File: src/hw/amst_pkg.sv
// Package: constants, states and carrier types for the async memory strobe engine
package amst_pkg;
  localparam int CNT_W = 8;
  localparam int ADDR_W = 21;
  localparam int BANK_W = 2;
  localparam int DATA_W = 16;
  localparam int CS_W = 4;
  localparam int WCNT_W = 8;
  localparam int SUB_W = 4;
  // Clock rate and the pin-to-strobe delay after the wait input drops
  localparam int CLK_MHZ = 100;
  localparam int WAIT_RELEASE_NS = 40;
  localparam int WAIT_RELEASE_CYC = (WAIT_RELEASE_NS * CLK_MHZ) / 1000;
  localparam int SYNC_STAGES = 2;
  localparam logic [CNT_W-1:0] TAIL_LEN = CNT_W'(WAIT_RELEASE_CYC - SYNC_STAGES);
  localparam logic [CNT_W-1:0] CNT_ONE = 8'h01;
  localparam logic [CNT_W-1:0] CNT_ZERO = 8'h00;
  localparam logic [SUB_W-1:0] SUB_LAST = 4'hF;
  localparam logic [SUB_W-1:0] SUB_ZERO = 4'h0;
  localparam logic [WCNT_W-1:0] WCNT_ZERO = 8'h00;
  localparam logic [WCNT_W-1:0] WCNT_ONE = 8'h01;

  typedef enum logic [6:0] {
    ST_IDLE = 7'b0000001,
    ST_SETUP = 7'b0000010,
    ST_STROBE = 7'b0000100,
    ST_WAITX = 7'b0001000,
    ST_TAIL = 7'b0010000,
    ST_HOLD = 7'b0100000,
    ST_TURN = 7'b1000000
  } amst_state_e;

  // Programmed timing values
  typedef struct packed {
    logic [CNT_W-1:0] turnaround_cycles;
    logic [CNT_W-1:0] read_setup_cycles;
    logic [CNT_W-1:0] read_strobe_cycles;
    logic [CNT_W-1:0] read_hold_cycles;
    logic [CNT_W-1:0] write_setup_cycles;
    logic [CNT_W-1:0] write_strobe_cycles;
    logic [CNT_W-1:0] write_hold_cycles;
    logic [WCNT_W-1:0] max_ext_wait_cycles;
    logic extended_wait_enable;
    logic select_strobe;
  } amst_cfg_s;

  // One access request
  typedef struct packed {
    logic write;
    logic [CS_W-1:0] chip;
    logic [BANK_W-1:0] bank;
    logic [ADDR_W-1:0] addr;
    logic [DATA_W-1:0] wdata;
  } amst_req_s;
endpackage : amst_pkg

File: src/hw/amst_engine.sv
// Async memory strobe timing engine: setup, strobe, wait, hold and turnaround
`timescale 1ns/10ps
`default_nettype none
module amst_engine (
  input wire logic MCLK_I,
  input wire logic RST_N_I,
  input wire amst_pkg::amst_cfg_s CFG_I,
  input wire logic REQ_VALID_I,
  input wire amst_pkg::amst_req_s REQ_I,
  input wire logic EXT_WAIT_INPUT_I,
  input wire logic [amst_pkg::DATA_W-1:0] EXT_DATA_LINES_I,
  output logic [amst_pkg::CS_W-1:0] MEMORY_CHIP_SELECT_N_O,
  output logic ASYNC_WRITE_ENABLE_N_O,
  output logic ASYNC_OUTPUT_ENABLE_N_O,
  output logic [amst_pkg::BANK_W-1:0] BANK_SELECT_LINES_O,
  output logic [amst_pkg::ADDR_W-1:0] EXT_ADDR_LINES_O,
  output logic [amst_pkg::DATA_W-1:0] EXT_DATA_LINES_O,
  output logic EXT_DATA_OE_N_O,
  output logic BUSY_O,
  output logic DONE_O,
  output logic TIMEOUT_O,
  output logic [amst_pkg::DATA_W-1:0] RDATA_O,
  output logic [amst_pkg::WCNT_W-1:0] EXT_WAIT_COUNT_O
);
  typedef struct packed {
    amst_pkg::amst_state_e st;
    logic [amst_pkg::CNT_W-1:0] cnt;
    logic [amst_pkg::SUB_W-1:0] sub;
    logic [amst_pkg::WCNT_W-1:0] wcnt;
    logic wait_meta;
    logic wait_s;
    amst_pkg::amst_req_s req;
    logic [amst_pkg::CS_W-1:0] cs_n;
    logic we_n;
    logic oe_n;
    logic d_oe_n;
    logic busy;
    logic done;
    logic timeout;
    logic [amst_pkg::DATA_W-1:0] rdata;
  } amst_core_s;

  amst_core_s s_q;
  amst_core_s s_d;
  logic [amst_pkg::CNT_W-1:0] setup_len;
  logic [amst_pkg::CNT_W-1:0] strobe_len;
  logic [amst_pkg::CNT_W-1:0] hold_len;
  logic end_strobe;
  logic finish;

  // Phase lengths chosen by direction of the access
  assign setup_len = s_q.req.write ? CFG_I.write_setup_cycles : CFG_I.read_setup_cycles;
  assign strobe_len = s_q.req.write ? CFG_I.write_strobe_cycles : CFG_I.read_strobe_cycles;
  assign hold_len = s_q.req.write ? CFG_I.write_hold_cycles : CFG_I.read_hold_cycles;

  // Next state of the whole engine
  always_comb
  begin
    s_d = s_q;
    end_strobe = 1'b0;
    finish = 1'b0;
    s_d.done = 1'b0;
    s_d.timeout = 1'b0;
    s_d.wait_meta = EXT_WAIT_INPUT_I;
    s_d.wait_s = s_q.wait_meta;
    s_d.cnt = s_q.cnt + amst_pkg::CNT_ONE;
    unique case (s_q.st)
      amst_pkg::ST_IDLE:
      begin
        if (REQ_VALID_I)
        begin
          s_d.req = REQ_I;
          s_d.cnt = amst_pkg::CNT_ONE;
          s_d.wcnt = amst_pkg::WCNT_ZERO;
          s_d.sub = amst_pkg::SUB_ZERO;
          if ((REQ_I.write ? CFG_I.write_setup_cycles : CFG_I.read_setup_cycles)
              != amst_pkg::CNT_ZERO)
            s_d.st = amst_pkg::ST_SETUP;
          else
            s_d.st = amst_pkg::ST_STROBE;
        end
      end
      amst_pkg::ST_SETUP:
      begin
        // Setup phase in whole clocks
        if (s_q.cnt >= setup_len)
        begin
          s_d.st = amst_pkg::ST_STROBE;
          s_d.cnt = amst_pkg::CNT_ONE;
        end
      end
      amst_pkg::ST_STROBE:
      begin
        if (CFG_I.extended_wait_enable && s_q.wait_s)
          s_d.st = amst_pkg::ST_WAITX;
        else if (s_q.cnt >= strobe_len)
          end_strobe = 1'b1;
      end
      amst_pkg::ST_WAITX:
      begin
        // Each sixteen waited clocks add one wait count
        s_d.sub = s_q.sub + 4'h1;
        if (!s_q.wait_s)
        begin
          s_d.st = amst_pkg::ST_TAIL;
          s_d.cnt = amst_pkg::CNT_ONE;
          s_d.sub = s_q.sub;
        end
        else if (s_q.sub == amst_pkg::SUB_LAST)
        begin
          s_d.wcnt = s_q.wcnt + amst_pkg::WCNT_ONE;
          if (s_d.wcnt >= CFG_I.max_ext_wait_cycles)
          begin
            s_d.timeout = 1'b1;
            end_strobe = 1'b1;
          end
        end
      end
      amst_pkg::ST_TAIL:
      begin
        if (s_q.cnt >= amst_pkg::TAIL_LEN)
          end_strobe = 1'b1;
      end
      amst_pkg::ST_HOLD:
      begin
        if (s_q.cnt >= hold_len)
          finish = 1'b1;
      end
      amst_pkg::ST_TURN:
      begin
        if (s_q.cnt >= CFG_I.turnaround_cycles)
          s_d.st = amst_pkg::ST_IDLE;
      end
    endcase
    // Strobe end: capture read data, then hold or finish
    if (end_strobe)
    begin
      if (!s_q.req.write)
        s_d.rdata = EXT_DATA_LINES_I;
      s_d.cnt = amst_pkg::CNT_ONE;
      if (hold_len != amst_pkg::CNT_ZERO)
        s_d.st = amst_pkg::ST_HOLD;
      else
        finish = 1'b1;
    end
    if (finish)
    begin
      s_d.done = 1'b1;
      s_d.cnt = amst_pkg::CNT_ONE;
      s_d.st = (CFG_I.turnaround_cycles != amst_pkg::CNT_ZERO) ? amst_pkg::ST_TURN
                                                              : amst_pkg::ST_IDLE;
    end
    // Pin levels follow the next phase so they leave flops
    s_d.busy = (s_d.st != amst_pkg::ST_IDLE);
    s_d.we_n = 1'b1;
    s_d.oe_n = 1'b1;
    s_d.cs_n = {amst_pkg::CS_W{1'b1}};
    s_d.d_oe_n = 1'b1;
    if (s_d.st inside {amst_pkg::ST_STROBE, amst_pkg::ST_WAITX, amst_pkg::ST_TAIL})
    begin
      s_d.we_n = !s_d.req.write;
      s_d.oe_n = s_d.req.write;
      s_d.cs_n = ~s_d.req.chip;
    end
    if (s_d.st inside {amst_pkg::ST_SETUP, amst_pkg::ST_HOLD})
    begin
      if (!CFG_I.select_strobe)
        s_d.cs_n = ~s_d.req.chip;
    end
    if (s_d.st inside {amst_pkg::ST_SETUP, amst_pkg::ST_STROBE, amst_pkg::ST_WAITX,
                       amst_pkg::ST_TAIL, amst_pkg::ST_HOLD})
      s_d.d_oe_n = !s_d.req.write;
  end

  // State register
  always_ff @(posedge MCLK_I or negedge RST_N_I)
  begin
    if (!RST_N_I)
    begin
      s_q <= '0;
      s_q.st <= amst_pkg::ST_IDLE;
      s_q.cs_n <= {amst_pkg::CS_W{1'b1}};
      s_q.we_n <= 1'b1;
      s_q.oe_n <= 1'b1;
      s_q.d_oe_n <= 1'b1;
    end
    else
      s_q <= s_d;
  end

  // Pins straight from the state register; bank/address held from latch
  assign MEMORY_CHIP_SELECT_N_O = s_q.cs_n;
  assign ASYNC_WRITE_ENABLE_N_O = s_q.we_n;
  assign ASYNC_OUTPUT_ENABLE_N_O = s_q.oe_n;
  assign BANK_SELECT_LINES_O = s_q.req.bank;
  assign EXT_ADDR_LINES_O = s_q.req.addr;
  assign EXT_DATA_LINES_O = s_q.req.wdata;
  assign EXT_DATA_OE_N_O = s_q.d_oe_n;
  assign BUSY_O = s_q.busy;
  assign DONE_O = s_q.done;
  assign TIMEOUT_O = s_q.timeout;
  assign RDATA_O = s_q.rdata;
  assign EXT_WAIT_COUNT_O = s_q.wcnt;

  // Helper counts of chip select lead and strobe width
  logic [amst_pkg::CNT_W-1:0] lead_q;
  logic [amst_pkg::CNT_W-1:0] width_q;
  always_ff @(posedge MCLK_I or negedge RST_N_I)
  begin
    if (!RST_N_I)
    begin
      lead_q <= amst_pkg::CNT_ZERO;
      width_q <= amst_pkg::CNT_ZERO;
    end
    else
    begin
      lead_q <= (&s_q.cs_n || !s_q.we_n) ? amst_pkg::CNT_ZERO : lead_q + amst_pkg::CNT_ONE;
      width_q <= (s_q.we_n && s_q.oe_n) ? amst_pkg::CNT_ZERO : width_q + amst_pkg::CNT_ONE;
    end
  end

  a_cs_lead_write: assert property (@(posedge MCLK_I) disable iff (!RST_N_I)
    $fell(s_q.we_n) && !CFG_I.select_strobe |-> lead_q == CFG_I.write_setup_cycles)
    else $error("chip select lead before write strobe wrong");
  a_ss_fall_together: assert property (@(posedge MCLK_I) disable iff (!RST_N_I)
    $fell(s_q.we_n) && CFG_I.select_strobe |-> $past(&s_q.cs_n))
    else $error("chip select did not fall with write strobe");
  a_cs_hold_write: assert property (@(posedge MCLK_I) disable iff (!RST_N_I)
    $rose(s_q.we_n) && !CFG_I.select_strobe && CFG_I.write_hold_cycles != 8'h00
    |-> !(&s_q.cs_n))
    else $error("chip select rose with write strobe despite hold");
  a_we_width_plain: assert property (@(posedge MCLK_I) disable iff (!RST_N_I)
    $rose(s_q.we_n) && !CFG_I.extended_wait_enable
    |-> $past(width_q) + 8'h01 == CFG_I.write_strobe_cycles)
    else $error("write strobe width wrong");
  a_oe_width_plain: assert property (@(posedge MCLK_I) disable iff (!RST_N_I)
    $rose(s_q.oe_n) && !CFG_I.extended_wait_enable
    |-> $past(width_q) + 8'h01 == CFG_I.read_strobe_cycles)
    else $error("read strobe width wrong");
  a_wait_release: assert property (@(posedge MCLK_I) disable iff (!RST_N_I)
    s_q.st == amst_pkg::ST_WAITX && !s_q.wait_s |-> ##3 (s_q.we_n && s_q.oe_n))
    else $error("strobe not released after wait dropped");
  a_addr_stable: assert property (@(posedge MCLK_I) disable iff (!RST_N_I)
    s_q.busy && $past(s_q.busy) |-> $stable(EXT_ADDR_LINES_O) && $stable(BANK_SELECT_LINES_O))
    else $error("address moved during an access");
  a_data_driven: assert property (@(posedge MCLK_I) disable iff (!RST_N_I)
    !s_q.we_n |-> !s_q.d_oe_n && $stable(EXT_DATA_LINES_O))
    else $error("write data not driven during strobe");
  a_wait_bound: assert property (@(posedge MCLK_I) disable iff (!RST_N_I)
    s_q.st == amst_pkg::ST_WAITX |-> s_q.wcnt < CFG_I.max_ext_wait_cycles
      || CFG_I.max_ext_wait_cycles == 8'h00)
    else $error("wait count passed its limit");
endmodule : amst_engine
`default_nettype wire

File: config.mk
export PLATFORM = sky130hd
export DESIGN_NAME = amst_engine
export DESIGN_NICKNAME = d
export VERILOG_FILES = /design/src/hw/amst_pkg.sv /design/src/hw/amst_engine.sv
export SDC_FILE = /design/constraint.sdc
export NUM_CORES = 1
export LEC_CHECK = 0
export BUFFER_PORTS_ARGS = -buffer_cell sky130_fd_sc_hd__buf_4
export CORE_MARGIN = 10
export CORE_UTILIZATION = 46
export CTS_CLUSTER_DIAMETER = 120
export DETAILED_ROUTE_END_ITERATION = 6
export GPL_ROUTABILITY_DRIVEN = 0
export PLACE_DENSITY = 0.82
export SLEW_MARGIN = 5
export SYNTH_ARGS = -nofsm -noshare
export SYNTH_HDL_FRONTEND = slang
export SYNTH_SLANG_ARGS = --single-unit
File: constraint.sdc
create_clock -name MCLK_I -period 3.4 [get_ports MCLK_I]
set_input_delay 0.17 -clock MCLK_I [delete_from_list [all_inputs] [get_ports MCLK_I]]
set_output_delay 0.17 -clock MCLK_I [all_outputs]
set_load 0.02 [all_outputs]
Word-level counts from Yosys, hierarchy flattened. Cells that the tools add are included.

Flip-flop bits (word level): 99. Input port bits: 130. Output and inout bits: 73. Word-level logic and storage cells: 98.

Add/subtract/negate cells: 3. Order comparisons: 6. Eq/ne operators: 17. Muxes and demuxes: 38. Bitwise operators: 2. Reductions and logical operators: 13.

Operators with widths (number): $mux 44 (2); $mux 8 (6); $mux 15 (3); $ge 8x8->1 (5); $pmux 7 s5 (1); $mux 7 (4); $mux 27 (1); $pmux 12 s2 (1); $pmux 8 s3 (1); $reduce_bool 8->1 (3); $mux 19 (1); $add 8x1->8 const B (2); $eq 7x2->1 const B (2); $eq 7x3->1 const B (2); $eq 7x4->1 const B (2); $eq 7x5->1 const B (2); $eq 7x6->1 const B (2); $mux 1 (13); $ge 8x2->1 const B (1); $mux 4 (2); $eq 7x1->1 const B (1); $eq 7x7->1 const B (1); $ne 7x1->1 const B (1); $mux 6 (1); other kinds (15) (19).

Logic depth before layout (Yosys ltp).
Depth in word-level cells: 13. Depth in mapped cells: 14. Gate-level depth less buffers: 13.

Least setup slack after synthesis. OpenSTA, ideal clock, no wires.

Path kind: reg2reg. From: register s_q[69] in the netlist's numbering. To: register s_q, in the netlist EXT_DATA_OE_N_O. Setup time: 0.092 ns. Arrival time: 3.593 ns. Required time: 3.308 ns. Path slack: -0.284 ns. Stages on the path, launching flop included: 14. Buffers on the path: 3. Period minus slack after synthesis: 3.684 ns. Cell sequence: dfrtp_1 > clkbuf_1 > clkbuf_1 > mux2i_1 > ha_1 > and3_1 > a221o_1 > a31oi_1 > nor2_1 > or3_1 > clkbuf_1 > or3_1 > a211oi_2 > o21ai_1.

RTL lines: start: declaration (RTL line amst_engine.sv:43) `amst_core_s s_q;`.

==> results.json <==
{
  "yosys_warnings": 0,
  "synth_cells": 556,
  "p_switching_mw": 1.36,
  "hold_violations": 0,
  "required_ps": 3650,
  "cp-start-kind": "flip-flop",
  "comb_power_share": 0.341,
  "fin_nets": 876,
  "setup_tns_ps": 0,
  "syn2layout_area_growth_pct": 28.3,
  "synth_top_area_frac": 0.379,
  "synth_edf_count": 0,
  "routed_wl_um": 15300,
  "worstSetupPathType": "reg2reg",
  "pre_cts_ws_ps": 70.0,
  "status": "finished, final reports clean",
  "clock_path_buffers": 2,
  "via_per_inst": 5.27,
  "worstSkewPairLatency_ps": 330,
  "clockRootBuffer": "clkbuf_16",
  "synth_top_area_cell": "dfrtp_1",
  "final.setup.worst_slack_ps": 145,
  "async_reset_ff_frac": 1.00,
  "irDropWorstVdd_uv": 374,
  "seqPwrFrac": 0.376,
  "min_period_ps": 3260,
  "dp.cells": 858,
  "ys.flop_type": "dfrtp_1",
  "ioPinCount": 203,
  "multi_input_area_um2": 2910,
  "die_area_um2": 18100,
  "core_um2": 12700,
  "antenna_found_initial": 0,
  "cts_tree": "built",
  "final_common_cell": "buf_4",
  "grt_start_max_net_pins": 91,
  "htreeDepth": 3,
  "fin_cells": 879,
  "holdWs_ps": 1.46,
  "switching_share": 0.331,
  "fin_crit_sh": 0.957,
  "relSlewSlack": 0.258,
  "drv_cap": 0,
  "drc": 0,
  "port_buffers": 202,
  "endpoint_kind": "flip-flop",
  "layout.area.seq_um2": 2490,
  "synth_seq_area_share": 0.413,
  "die_x_um": 134,
  "first_global_vias": 5022,
  "drt-initial-drc-count": 213,
  "fillCellCount": 1056,
  "place_area_um2": 7280,
  "syn_area_um2": 6020,
  "internal-power_mw": 2.76,
  "synthTopCellsByArea": "dfrtp_1 38%, mux2_2 12%, ha_1 9.2%",
  "drive_above_1_share": 0.465,
  "layout_common_cells": "215 x buf_4, 89 x dfrtp_1, 64 x mux2_2",
  "fmax_mhz": 307,
  "rows": 41,
  "dp_hpwl_um": 12500,
  "clkTransAtPathRegs_ps": 70,
  "die_y_um": 134,
  "ant_nets": 0,
  "tightest_slew_ps": 1110,
  "grtUsageTotal": 0.165,
  "pwr-share-clk": 0.283,
  "routedWlPerCell_um": 17.4,
  "power_mw": 4.12,
  "slew_viol_final": 0,
  "overflow": 0,
  "synth-seq-cells": 99,
  "avgSynthCellArea_um2": 10.8,
  "grt_first_pass_wirelength_um": 24800,
  "num_vias": 4636,
  "finalSetupViolCount": 0,
  "antennaDiodeCount": 0,
  "final_area_um2": 7720,
  "leakagePower_nw": 3.90,
  "firstDrtPassIters": 4,
  "ys_types": 62,
  "power_density_nw_per_um2": 534,
  "post-route-util": 0.607,
  "hold_class": "in2async",
  "critical_path_arrival_ps": 3510,
  "cts_buffers": 9,
  "clock_sinks": 99,
  "initial_utilization": 0.473,
  "finClkSkew_ps": 6.69,
  "syn-num-nets": 730,
  "path_max_fanout": 7
}
-- cell families (layout without fill, tap and decap cells) --
logic type	after synthesis	after routing	share of synthesized area
AOI/OAI and AO/OA	79	79	0.0928
xor gates and xnor gates	15	15	0.0218
adders and majority gates	44	44	0.0915
buffers and inverters	109	260	0.113
DFF	99	99	0.413
muxes	85	85	0.155
and+or+nand+nor	125	125	0.113
-- metal layers --
metal | GRT usage | vias to the layer above | routed length (µm)
li1 | - | 2208 | -
met1 | 0.193 | 2210 | 6180
met2 | 0.276 | 196 | 7400
met3 | 0.0635 | 22 | 1480
met4 | 0.0466 | 0 | 247
met5 | 0 | - | 0
-- worst paths after layout --
path	start	cells after the start	slack, ps	end
setup / recovery	EXT_WAIT_COUNT_O[0]$_DFFE_PN0P_	13	140	EXT_DATA_OE_N_O$_DFF_PN1_
hold / removal	RST_N_I	1	1	EXT_WAIT_COUNT_O[5]$_DFFE_PN0P_
setup reg to reg	EXT_WAIT_COUNT_O[0]$_DFFE_PN0P_	13	140	EXT_DATA_OE_N_O$_DFF_PN1_
hold reg to reg	s_d[70]$_DFF_PN0_	0	370	s_q[70]$_DFF_PN0_
max in group asynchronous	RST_N_I	2	2570	RDATA_O[0]$_DFFE_PN0P_
min in group MCLK_I	EXT_DATA_LINES_I[3]	2	60	RDATA_O[3]$_DFFE_PN0P_
-- final cells by class --
type | count | share of cell area
Timing Repair Buffer | 219 | 0.216
Sequential cell | 99 | 0.323
Clock buffer | 9 | 0.0292
Clock inverter | 7 | 0.0157
Tap cell | 172 | 0.0279
Multi-Input combinational cell | 348 | 0.376
Inverter | 25 | 0.0122
-- what timing repair did --
item / in CTS / in global routing
buffers inserted: 0 / 4
setup endpoints to repair: 0 / 9
endpoints found under the hold margin: 1 / 0
hold buffers: 1 / 0
gates resized for setup: 0 / 15
-- power by group through the flow --
stage | Sequential, mW | Combinational, mW | Clock (mW)
after floorplan | 1.49 | 1.05 | 0
after global placement | 1.56 | 1.33 | 0
after detailed placement | 1.57 | 1.39 | 0
after CTS | 1.55 | 1.39 | 1.20
after global routing | 1.58 | 1.55 | 1.24
final | 1.55 | 1.41 | 1.17
-- Yosys cell counts, types with 3 or more instances --
cell / count
nor2_1: 30
a21o_1: 8
mux2_2: 64
mux2i_1: 21
nand4_1: 5
or2_2: 3
buf_1: 3
dfrtp_1: 91
nand2_1: 18
buf_4: 67
and3_1: 6
or3_1: 5
inv_1: 25
xnor2_1: 7
nor2b_1: 7
dfstp_2: 8
or2_1: 3
a31oi_1: 5
o31ai_1: 3
a21oi_1: 11
nand3_1: 11
a211oi_1: 3
nor4_1: 11
clkbuf_1: 8
o41ai_1: 3
nor3_1: 5
xor2_1: 8
o21ai_0: 11
nand2b_1: 8
o21ai_1: 9
ha_1: 44
nand3b_1: 3
a22o_1: 6
buf_2: 4
-- flip-flops by register name (all words and copies together) (netlist names), 2 cells and up --
register / flops
s_q: 25
MEMORY_CHIP_SELECT_N_O: 4
EXT_WAIT_COUNT_O: 8
EXT_DATA_LINES_O: 16
EXT_ADDR_LINES_O: 21
RDATA_O: 16
BANK_SELECT_LINES_O: 2
-- critical path, cell delays in order, from the launching register on --
cell and delay, ps:
dfrtp_1 410, and3_1 200, and3_1 190, and3_1 200
xor2_2 160, ha_1 300, nand4_1 90, nor2_1 60
a21oi_2 200, a21oi_4 110, or3_1 400, or3_4 390
a211oi_4 340, o21ai_1 120
Note: power is estimated with default switching activity, not from simulation.
